===== src/rtl/dbk_pkg.sv =====
// package: constants and types of the key-unlock debugger sequencer
package dbk_pkg;

    // ==========================================================
    // device access-layer register map (control/status space)
    localparam logic [3:0]  CS_KEY_STATUS   = 4'h7;
    localparam logic [3:0]  CS_RESET_REQ    = 4'h8;
    localparam logic [3:0]  CS_SYS_CTRL     = 4'hA;
    localparam logic [3:0]  CS_SYS_STATUS   = 4'hB;
    localparam logic [7:0]  RESET_SIGNATURE = 8'h59;
    localparam logic [7:0]  RESET_RELEASE   = 8'h00;
    localparam logic [7:0]  USER_ROW_KEY_BIT   = 8'h20;
    localparam logic [7:0]  USER_ROW_FINAL_BIT = 8'h02;
    localparam int          LOCKED_POS      = 0;
    localparam int          ROW_PROG_POS    = 2;
    localparam int          NVM_PROG_POS    = 3;

    // ==========================================================
    // key signatures and info block sizes
    localparam logic [63:0] KEY_ERASE    = 64'h4E564D4572617365;
    localparam logic [63:0] KEY_PROGRAM  = 64'h4E564D50726F6720;
    localparam logic [63:0] KEY_USER_ROW = 64'h4E564D5573267465;
    localparam logic [7:0]  INFO_FULL_BYTES   = 8'h10;
    localparam logic [7:0]  INFO_FAMILY_BYTES = 8'h08;
    localparam logic [5:0]  ROW_LAST_BYTE     = 6'h3F;

    // ==========================================================
    // controller register map (word index = byte offset / 4)
    localparam logic [5:0]  REG_CTRL      = 6'h00;
    localparam logic [5:0]  REG_STATUS    = 6'h01;
    localparam logic [5:0]  REG_NVM_WRITE = 6'h02;
    localparam logic [5:0]  REG_SYS_COPY  = 6'h03;
    localparam logic [5:0]  REG_INFO_BASE = 6'h04;
    localparam logic [5:0]  REG_ROW_BASE  = 6'h10;
    localparam int          ST_BUSY_POS   = 0;
    localparam int          ST_DONE_POS   = 1;
    localparam int          ST_READY_POS  = 2;

    // ==========================================================
    // types
    typedef enum logic [2:0] {
        CMD_NONE, CMD_INFO_FULL, CMD_INFO_FAMILY, CMD_ERASE,
        CMD_PROG_ENTER, CMD_PROG_FINISH, CMD_USER_ROW
    } dbk_cmd_e;

    typedef enum logic [2:0] {
        OP_KEY, OP_INFO, OP_CS_STORE, OP_CS_LOAD, OP_BUS_STORE
    } dbk_op_e;

    typedef enum logic [3:0] {
        S_IDLE, S_KEY_SEND, S_INFO_REQ, S_INFO_RECV, S_RST_ON, S_RST_OFF,
        S_POLL_REQ, S_POLL_WAIT, S_ROW_WRITE, S_FINAL_WR, S_KEYCLR_WR, S_NVM_WR
    } dbk_state_e;

    typedef struct packed {
        logic        valid;
        dbk_op_e     op;
        logic [15:0] addr;
        logic [7:0]  data;
    } dbk_link_req_s;

    typedef struct packed {
        logic       accept;
        logic       rvalid;
        logic [7:0] rdata;
    } dbk_link_rsp_s;

    typedef struct packed {
        logic        hsel;
        logic [1:0]  htrans;
        logic        hwrite;
        logic [2:0]  hsize;
        logic [31:0] haddr;
        logic [31:0] hwdata;
        logic        hready;
    } dbk_ahb_req_s;

    typedef struct packed {
        logic        hreadyout;
        logic [31:0] hrdata;
        logic        hresp;
    } dbk_ahb_rsp_s;

endpackage


===== src/rtl/dbk_sequencer.sv =====
// debugger-side key unlock and programming sequencer with an AHB-Lite register slave
// ==========================================================
`timescale 1ns/1ps

module dbk_sequencer
    import dbk_pkg::*;
(
    input  wire logic          CORE_CLK,
    input  wire logic          RESET,
    input  wire dbk_ahb_req_s  AHB_REQ,
    output dbk_ahb_rsp_s       AHB_RSP,
    output dbk_link_req_s      LINK_REQ,
    input  wire dbk_link_rsp_s LINK_RSP
);

    // ==========================================================
    // state
    typedef struct packed {
        dbk_state_e              st;
        dbk_cmd_e                seq;
        logic                    late;
        logic [5:0]              idx;
        dbk_link_req_s           req;
        dbk_ahb_rsp_s            ahb;
        logic                    a_wr;
        logic                    a_rd;
        logic [5:0]              a_idx;
        logic                    busy;
        logic                    done;
        logic                    prog_ready;
        logic [7:0]              sys_status;
        logic [3:0][3:0][7:0]    info;
        logic [15:0][3:0][7:0]   row;
        logic                    nvm_pend;
        logic [15:0]             nvm_addr;
        logic [7:0]              nvm_data;
    } dbk_regs_s;

    dbk_regs_s r;
    dbk_regs_s next_r;

    assign AHB_RSP  = r.ahb;
    assign LINK_REQ = r.req;

    // ==========================================================
    // helpers
    function automatic dbk_link_req_s mk_req(dbk_op_e op, logic [15:0] addr, logic [7:0] data);
        dbk_link_req_s q;
        q.valid = 1'b1;
        q.op    = op;
        q.addr  = addr;
        q.data  = data;
        return q;
    endfunction

    function automatic logic [7:0] key_byte(dbk_cmd_e seq, logic [2:0] n);
        logic [63:0] k;
        case (seq)
            CMD_ERASE:      k = KEY_ERASE;
            CMD_PROG_ENTER: k = KEY_PROGRAM;
            default:        k = KEY_USER_ROW;
        endcase
        return k[{n, 3'b000} +: 8];
    endfunction

    function automatic logic [31:0] read_mux(dbk_regs_s s);
        logic [31:0] d;
        d = 32'h0000_0000;
        if (s.a_idx == REG_CTRL) begin
            d = {29'h0, s.seq};
        end else if (s.a_idx == REG_STATUS) begin
            d[ST_BUSY_POS]  = s.busy;
            d[ST_DONE_POS]  = s.done;
            d[ST_READY_POS] = s.prog_ready;
        end else if (s.a_idx == REG_NVM_WRITE) begin
            d = {7'h0, s.nvm_pend, s.nvm_data, s.nvm_addr};
        end else if (s.a_idx == REG_SYS_COPY) begin
            d = {24'h0, s.sys_status};
        end else if (s.a_idx[5:2] == REG_INFO_BASE[5:2]) begin
            d = s.info[s.a_idx[1:0]];
        end else if (s.a_idx[5:4] == REG_ROW_BASE[5:4]) begin
            d = s.row[s.a_idx[3:0]];
        end
        return d;
    endfunction

    logic accepted;
    logic poll_met;
    logic [7:0] rst_data;

    assign accepted = r.req.valid && LINK_RSP.accept;
    assign rst_data = (r.st == S_RST_ON) ? RESET_SIGNATURE : RESET_RELEASE;

    // ==========================================================
    // poll condition per sequence
    always_comb begin
        case (r.seq)
            CMD_ERASE:      poll_met = !LINK_RSP.rdata[LOCKED_POS];
            CMD_PROG_ENTER: poll_met = LINK_RSP.rdata[NVM_PROG_POS];
            default:        poll_met = LINK_RSP.rdata[ROW_PROG_POS] ^ r.late;
        endcase
    end

    // ==========================================================
    // next state
    always_comb begin
        dbk_cmd_e cmd;
        next_r = r;
        cmd    = dbk_cmd_e'(AHB_REQ.hwdata[2:0]);

        // ------------------------------------------------------
        // bus slave: one wait state on reads so data is never stale
        next_r.a_wr = 1'b0;
        if (r.a_rd) begin
            next_r.ahb.hrdata    = read_mux(r);
            next_r.ahb.hreadyout = 1'b1;
            next_r.a_rd          = 1'b0;
        end else if (AHB_REQ.hsel && AHB_REQ.htrans[1] && r.ahb.hreadyout) begin
            next_r.a_idx = AHB_REQ.haddr[7:2];
            next_r.a_wr  = AHB_REQ.hwrite;
            next_r.a_rd  = !AHB_REQ.hwrite;
            next_r.ahb.hreadyout = AHB_REQ.hwrite;
        end

        if (r.a_wr) begin
            if (r.a_idx == REG_CTRL && !r.busy && !r.nvm_pend) begin
                // finishing is only legal once programming was entered
                if (cmd != CMD_NONE && (cmd != CMD_PROG_FINISH || r.prog_ready)) begin
                    next_r.seq  = cmd;
                    next_r.busy = 1'b1;
                    next_r.late = 1'b0;
                    next_r.idx  = 6'h00;
                    case (cmd)
                        CMD_INFO_FULL, CMD_INFO_FAMILY: next_r.st = S_INFO_REQ;
                        CMD_PROG_FINISH:                next_r.st = S_RST_ON;
                        default:                        next_r.st = S_KEY_SEND;
                    endcase
                end
            end else if (r.a_idx == REG_STATUS && AHB_REQ.hwdata[ST_DONE_POS]) begin
                next_r.done = 1'b0;
            end else if (r.a_idx == REG_NVM_WRITE && r.prog_ready && !r.nvm_pend && !r.busy) begin
                next_r.nvm_addr = AHB_REQ.hwdata[15:0];
                next_r.nvm_data = AHB_REQ.hwdata[23:16];
                next_r.nvm_pend = 1'b1;
            end else if (r.a_idx[5:4] == REG_ROW_BASE[5:4] && !r.busy) begin
                next_r.row[r.a_idx[3:0]] = AHB_REQ.hwdata;
            end
        end

        // ------------------------------------------------------
        // link sequencer; a request stands until the device accepts it
        if (accepted) begin
            next_r.req.valid = 1'b0;
        end
        case (r.st)
            S_IDLE: begin
                // queued NVM bus stores only while programming is granted
                if (r.nvm_pend && !r.busy) begin
                    next_r.st = S_NVM_WR;
                end
            end
            S_NVM_WR: begin
                if (!r.req.valid) begin
                    next_r.req = mk_req(OP_BUS_STORE, r.nvm_addr, r.nvm_data);
                end else if (accepted) begin
                    next_r.nvm_pend = 1'b0;
                    next_r.st       = S_IDLE;
                end
            end
            S_KEY_SEND: begin
                if (!r.req.valid) begin
                    next_r.req = mk_req(OP_KEY, {13'h0, r.idx[2:0]},
                                        key_byte(r.seq, r.idx[2:0]));
                end else if (accepted) begin
                    next_r.idx = r.idx + 6'h01;
                    if (r.idx[2:0] == 3'h7) begin
                        next_r.st  = S_RST_ON;
                        next_r.idx = 6'h00;
                    end
                end
            end
            S_INFO_REQ: begin
                // byte count selects full block or family only
                if (!r.req.valid) begin
                    next_r.req = mk_req(OP_INFO, 16'h0000, (r.seq == CMD_INFO_FULL) ?
                                        INFO_FULL_BYTES : INFO_FAMILY_BYTES);
                end else if (accepted) begin
                    next_r.st  = S_INFO_RECV;
                    next_r.idx = 6'h00;
                end
            end
            S_INFO_RECV: begin
                if (LINK_RSP.rvalid) begin
                    // byte n of the block lands at byte n of the window
                    next_r.info[r.idx[3:2]][r.idx[1:0]] = LINK_RSP.rdata;
                    next_r.idx = r.idx + 6'h01;
                    if ({2'b00, r.idx} == ((r.seq == CMD_INFO_FULL) ?
                                           INFO_FULL_BYTES : INFO_FAMILY_BYTES) - 8'h01) begin
                        next_r.st   = S_IDLE;
                        next_r.busy = 1'b0;
                        next_r.done = 1'b1;
                    end
                end
            end
            S_RST_ON, S_RST_OFF: begin
                if (!r.req.valid) begin
                    next_r.req = mk_req(OP_CS_STORE, {12'h0, CS_RESET_REQ}, rst_data);
                end else if (accepted) begin
                    if (r.st == S_RST_ON) begin
                        next_r.st = S_RST_OFF;
                    end else if (r.seq == CMD_PROG_FINISH || r.late) begin
                        next_r.st         = S_IDLE;
                        next_r.busy       = 1'b0;
                        next_r.done       = 1'b1;
                        next_r.prog_ready = (r.seq == CMD_PROG_FINISH) ? 1'b0 : r.prog_ready;
                    end else begin
                        next_r.st = S_POLL_REQ;
                    end
                end
            end
            S_POLL_REQ: begin
                if (!r.req.valid) begin
                    next_r.req = mk_req(OP_CS_LOAD, {12'h0, CS_SYS_STATUS}, 8'h00);
                end else if (accepted) begin
                    next_r.st = S_POLL_WAIT;
                end
            end
            S_POLL_WAIT: begin
                if (LINK_RSP.rvalid) begin
                    next_r.sys_status = LINK_RSP.rdata;
                    next_r.st         = S_POLL_REQ;
                    if (poll_met) begin
                        next_r.idx = 6'h00;
                        if (r.seq == CMD_USER_ROW) begin
                            next_r.st = r.late ? S_KEYCLR_WR : S_ROW_WRITE;
                        end else begin
                            next_r.st         = S_IDLE;
                            next_r.busy       = 1'b0;
                            next_r.done       = 1'b1;
                            next_r.prog_ready = (r.seq == CMD_PROG_ENTER);
                        end
                    end
                end
            end
            S_ROW_WRITE: begin
                // exactly RAM bytes 0..63, one to one
                if (!r.req.valid) begin
                    next_r.req = mk_req(OP_BUS_STORE, {10'h0, r.idx},
                                        r.row[r.idx[5:2]][r.idx[1:0]]);
                end else if (accepted) begin
                    next_r.idx = r.idx + 6'h01;
                    if (r.idx == ROW_LAST_BYTE) begin
                        next_r.st = S_FINAL_WR;
                    end
                end
            end
            S_FINAL_WR: begin
                // finalize, then wait for the flag to drop
                if (!r.req.valid) begin
                    next_r.req = mk_req(OP_CS_STORE, {12'h0, CS_SYS_CTRL}, USER_ROW_FINAL_BIT);
                end else if (accepted) begin
                    next_r.late = 1'b1;
                    next_r.st   = S_POLL_REQ;
                end
            end
            S_KEYCLR_WR: begin
                // clear the user row key before the last reset
                if (!r.req.valid) begin
                    next_r.req = mk_req(OP_CS_STORE, {12'h0, CS_KEY_STATUS}, USER_ROW_KEY_BIT);
                end else if (accepted) begin
                    next_r.st = S_RST_ON;
                end
            end
            default: begin
                next_r.st = S_IDLE;
            end
        endcase
    end

    // ==========================================================
    // register
    always_ff @(posedge CORE_CLK) begin
        if (RESET) begin
            r                   <= '0;
            r.st                <= S_IDLE;
            r.seq               <= CMD_NONE;
            r.ahb.hreadyout     <= 1'b1;
        end else begin
            r <= next_r;
        end
    end
endmodule


===== config.mk =====
export PLATFORM = sky130hd
export DESIGN_NAME = dbk_sequencer
export DESIGN_NICKNAME = d
export VERILOG_FILES = /design/src/rtl/dbk_pkg.sv /design/src/rtl/dbk_sequencer.sv
export SDC_FILE = /design/constraint.sdc
export NUM_CORES = 2
export LEC_CHECK = 0
export ABC_CLOCK_PERIOD_IN_PS = 6340
export BUFFER_PORTS_ARGS = -buffer_cell sky130_fd_sc_hd__buf_2
export CAP_MARGIN = 20
export CORE_ASPECT_RATIO = 2
export CORE_MARGIN = 8
export CORE_UTILIZATION = 67
export DETAILED_ROUTE_END_ITERATION = 8
export HOLD_SLACK_MARGIN = 0.03
export PLACE_DENSITY = 0.85
export SYNTH_ARGS = -nofsm -noshare
export SYNTH_HDL_FRONTEND = slang
export SYNTH_SLANG_ARGS = --single-unit

===== constraint.sdc =====
create_clock -name CORE_CLK -period 6.34 [get_ports CORE_CLK]
set_input_delay 0.634 -clock CORE_CLK [delete_from_list [all_inputs] [get_ports CORE_CLK]]
set_output_delay 0.634 -clock CORE_CLK [all_outputs]
set_load 0.02 [all_outputs]

# ---- After elaboration in Yosys (flattened, before gate mapping)
# Cells that the tools add are included.
dict set report op_classes {
  addsub 2
  magnitude_cmp 8
  n_eq_ne 44
  shifts 1
  mux 109
  bitwise 6
  n_reduce_logical 38
}
# operator count
set ops {}
lappend ops {{512-bit bitwise mux} 1}
lappend ops {{32-bit 2-to-1 mux} 10}
lappend ops {{32-bit binary-select mux with 4-bit select} 2}
lappend ops {{28-bit 2-to-1 mux} 8}
lappend ops {{28-bit case mux with 8 select lines} 1}
lappend ops {{128-bit bitwise mux} 1}
lappend ops {{32-bit demux with 4-bit select} 1}
lappend ops {{64-bit 2-to-1 mux} 2}
lappend ops {{25-bit 2-to-1 mux} 4}
lappend ops {{4-bit 2-to-1 mux} 25}
lappend ops {{37-bit case mux with 2 select lines} 1}
lappend ops {{32-bit binary-select mux with 2-bit select} 1}
lappend ops {{32-bit demux with 2-bit select} 1}
lappend ops {{64-bit by 7-bit indexed part select with 8-bit output} 1}
lappend ops {{6-bit 2-to-1 mux} 10}
lappend ops {{4-bit case mux with 11 select lines} 1}
lappend ops {{14-bit 2-to-1 mux} 3}
lappend ops {{2-bit inequality test (second input constant)} 16}
lappend ops {{6-bit case mux with 5 select lines} 1}
lappend ops {{29-bit 2-to-1 mux} 1}
lappend ops {{3-bit 2-to-1 mux} 8}
lappend ops {{9-bit AND reduction} 2}
lappend ops {{8-bit binary-select mux with 2-bit select} 1}
lappend ops {{8-bit demux with 2-bit select} 1}
lappend ops {{44 further kinds} 105}
dict set report word_totals {
  reg_bits 759
  input_bits 84
  output_inout_bits 62
}

# ---- Logic depth before layout (Yosys ltp)
dict set report depth {
  depth_word 11
  mapped_depth 12
  mapped_depth_nobuf 9
}

# ---- Worst setup path after synthesis
# Ideal clock, no wire load.
dict set report synth_timing {
  path_kind {input-to-reg}
  start {input port LINK_RSP[8] in the netlist's numbering}
  end {register r[569] in the netlist's numbering}
  setup_time_ns 0.128
  arrival_ns 2.173
  required_ns 6.212
  path_slack_ns 4.039
  path_stages 7
  path_cell_list {clkbuf_1 -> nand3_1 -> nor3_4 -> buf_2 -> nand3_2 -> mux2i_1 -> nor2_1}
}
dict set report synth_via {
  elab_chain_len 1
}
# element line_no
set synth_lines {}
lappend synth_lines {{start, declared} dbk_sequencer.sv:13} ;# input wire dbk_link_rsp_s LINK_RSP
lappend synth_lines {{2-bit AND reduction (no source line)} --}
lappend synth_lines {{end signal, assigned} dbk_sequencer.sv:289} ;# r <= next_r;
lappend synth_lines {{end, declared} dbk_sequencer.sv:39} ;# dbk_regs_s r;
# Every way passes these cells.
# A chain may end at the register's enable or synchronous reset.

# ---- Worst setup path in the final report
dict set report layout_timing {
  start {register r[748] in the netlist's numbering}
  end {register r, in the netlist LINK_REQ[6]}
}
dict set report layout_via {
  elab_chain_len 6
  elab_cells_between_ends 8
  classes_between {shift: 1; mux: 7}
}
# element line_no
set layout_lines {}
lappend layout_lines {{32-bit binary-select mux with 4-bit select} dbk_sequencer.sv:249} ;# r.row[r.idx[5:2]][r.idx[1:0]]);
lappend layout_lines {{32-bit 2-to-1 mux (implied by the code)} dbk_sequencer.sv:249}
lappend layout_lines {{8-bit binary-select mux with 2-bit select} dbk_sequencer.sv:249}
lappend layout_lines {{8-bit 2-to-1 mux (implied by the code)} dbk_sequencer.sv:249}
lappend layout_lines {{28-bit 2-to-1 mux} dbk_sequencer.sv:247} ;# if (!r.req.valid) begin
lappend layout_lines {{28-bit case mux with 8 select lines *} dbk_sequencer.sv:155} ;# case (r.st)
# Mark *: on every way between the ends. The rest lies on a longest branch, timed or not. The select of a mux whose other input is x is not followed.

==> qor.txt <==
CTS Buf Count -> 68
Internal power of the cells -> 7.34 mW
Max-slew violation count -> 0
Post-detailed-route wirelength per cell -> 28.6 um
Initial DRC count -> 6066
Worst path cell trace -> buf_12, buf_4, mux4_2, a31oi_1, nand3_1, a22oi_1, o41ai_2
Initial Util -> 67.3%
Worst EP arrival -> 4.20 ns
CTS sink count -> 759
Clock tree from TritonCTS -> yes
Total placed cells including tap cells -> 4743
I/O pin count -> 146
Insertion delay to the later sink of the worst-skew pair -> 0.62 ns
Kind of end point of the critical path -> register
Top-count cell post-synth -> nand2_1
Switching power -> 2.19 mW
Hold-critical path depth -> 3
CP max stage delay -> 0.86 ns
Worst Tran Pin Value -> 1.17 ns
Final layout net count -> 4150
Share of cells above drive strength 1 -> 15.3%
Path category of the worst min-delay check -> input port to register
Htree depth -> 3
Setup repair after global routing missed its margin -> false
Number of fill cells in the layout -> 4024
Root cell of the clock tree -> clkbuf_16
Final GP Congestion -> 1.00
Number of failing hold endpoints at the final stage -> 0
Global-route usage over all layers -> 41.8%
Number of antenna violations at the first check in global routing -> 15
Count of buffers added by post-CTS timing repair for setup -> 0
Switching Fraction -> 23.0%
Async set-reset flop share out of synthesis -> 0%
Placement Setup Slack -> 2.82 ns
Cell area after synthesis -> 38200 um2
Sequential element share of the synthesized area -> 39.8%
Fin Clk Skew -> 0.0214 ns
Quantity of hold-fixing buffers added after cts -> 0
Leakage power of the design -> 13.7 nW
Count of input and output buffers -> 113
Failing checks -> design-rule violations
Number of max-cap violations -> 0
Area of the core -> 56800 um2
Top cell types by occurrence after synthesis -> nand2_1 (1186), dfxtp_1 (759), a21oi_1 (591)
Via count of the first global-routing pass -> 33800
Detailed-router iteration count before antenna repair -> 9
Count of unique library cells instantiated by Yosys -> 94
Syn nets -> 4368
Final WS setup -> 2.60 ns
Max Fanout on Critical Path -> 62
Post-Synthesis Mean Instance Area -> 8.94 um2
Maximum clock insertion buffer count -> 3
Rows -> 124
Endpoint required time on the critical path -> 6.80 ns
Post-synth top flop -> dfxtp_1
DRC errors left -> 1
Overall Power -> 9.53 mW
Final std cells w/o fill -> 4872
Total area of sequential cells -> 15200 um2
Area fraction of the dominant cell type after synthesis -> 39.8%
PD cells -> 236 nW/um2
Maximum number of pins on one net before global-route repair -> 109
First-pass GRT wire length -> 205000 um
Worst Path Class, Setup -> register to register
Floorplan die width -> 185 um
Via-to-Cell Ratio -> 7.21
Clock period minus final worst setup slack -> 3.74 ns
Wire length after detailed routing -> 139000 um
Largest cells by area after synthesis -> dfxtp_1 (40%), mux4_2 (15%), nand2_1 (12%)
Maximum clock rate -> 0.268 GHz
Final clock period utilization by the worst path -> 58.9%
Number of gates resized after CTS -> 0
Remaining global-route overflow -> 0
Result of the run -> finished, violations left
Remaining number of nets flagged by the antenna check after routing -> 0
Count of endpoints failing setup in the final report -> 0
Worst slew margin -> 21.9%
Layout area overhead -> 5.73%
Cell count after synthesis -> 4277
Cell type contributing the most total cell area after synthesis -> dfxtp_1
Clock share of power -> 45.7%
Half-perimeter wire length after detailed placement -> 81900 um
Setup TNS Final -> 0 ns
Count of yosys warnings during synthesis -> 0
Clock slew seen by the registers of the worst setup and hold paths -> 0.07 ns
Area of combinational cells with multiple inputs -> 20600 um2
Vertical die dimension -> 354 um
Die area -> 65400 um2
Proportion of power drawn by combinational gates -> 4.0%
CP max-delay cell -> dfxtp_4
VDD IR max -> 0.000276 V
Path depth of the worst reg2reg path -> 7
Via count -> 35100
Sort of element at the start of the critical path -> register
Number of synthesized flops with an enable pin -> 0
Flop and latch count out of synthesis -> 759
Sequential cell fraction of total power -> 50.2%
-- layout by cell type, fill, tap and decap left out, types with 17 or more instances in the layout --
cell type / netlist / routed
a22oi_1: 63 / 63
a211oi_1: 19 / 19
nand3_2: 13 / 17
mux4_2: 255 / 255
clkbuf_16: 0 / 72
inv_1: 36 / 36
buf_2: 102 / 112
a21oi_1: 591 / 591
nor2_1: 226 / 212
nor3_1: 29 / 27
nand3_1: 46 / 42
nand2_1: 1186 / 1182
mux2i_1: 246 / 246
nor2b_1: 26 / 25
a222oi_1: 20 / 20
dfxtp_1: 759 / 751
o21ai_0: 61 / 61
buf_4: 77 / 61
nand2b_1: 20 / 20
-- registers in the layout, summed over array words and instances, names as in the netlist --
register  count
LINK_REQ     28
r           698
AHB_RSP      33
-- path summary, 6_finish.rpt --
kind,endpoint,slack (ns),from
setup reg to reg,LINK_REQ[6]$_SDFFE_PP0P_,2.60,r[748]$_SDFF_PP0_
setup / recovery,LINK_REQ[6]$_SDFFE_PP0P_,2.60,r[748]$_SDFF_PP0_
hold / removal,r[680]$_SDFFE_PP0P_,0.26,AHB_REQ[39]
hold reg to reg,r[670]$_SDFFE_PP0P_,0.46,r[670]$_SDFFE_PP0P_
-- critical path, delay by kind of cell, from the launching register on --
family | cells | cell delay (ns)
flops | 1 | 0.86
compound gates | 3 | 0.65
mux | 1 | 0.59
simple gates | 1 | 0.21
buf+inv | 2 | 1.10
-- layer usage --
metal	global-route usage (%)	routed length (um)
met1	47.3	43200
met2	60.8	59900
met3	14.3	20500
met4	39.0	15700
met5	0.615	66
-- logic make-up after synthesis --
kind of cell,count (synthesis),synth area share [%]
DFF,759,39.8
xor gates and xnor gates,5,0.115
adders and majority gates,7,0.229
buffers and inverters,508,6.84
and+or+nand+nor,1612,17.3
other,1,0.00981
muxes,523,22.7
AOI/OAI and AO/OA,862,13.0
-- power groups by stage --
stage	Combinational (mW)	Clock, mW	Sequential (mW)
5_1_grt	0.396	4.53	4.79
3_5_place_dp	0.366	0	4.90
3_3_place_gp	0.361	0	4.90
2_1_floorplan	0.283	0	4.88
6_report	0.385	4.36	4.79
4_1_cts	0.368	4.35	4.79
-- through the flow --
| stage | hold WS (ns) | area, um2 | utilization (%) |
|---|---|---|---|
| after CTS | 0.246 | 40400 | 71.1 |
| final | 0.257 | 40400 | 71.2 |
| after floorplan | 0.426 | 38200 | - |
| after global placement | 0.437 | 38000 | 66.9 |
| after detailed placement | 0.445 | 38000 | 67.0 |
| after global routing | 0.271 | 40400 | 71.1 |
-- cell type report --
class | count | share of cell area (%)
Sequential cell | 759 | 37.7
Tap cell | 756 | 2.34
Antenna cell | 9 | 0.0557
Clock buffer | 96 | 5.08
Timing Repair Buffer | 182 | 2.94
Clock inverter | 22 | 0.669
Multi-Input combinational cell | 3010 | 50.9
Inverter | 38 | 0.353
Power figures use the tool's default switching activity.
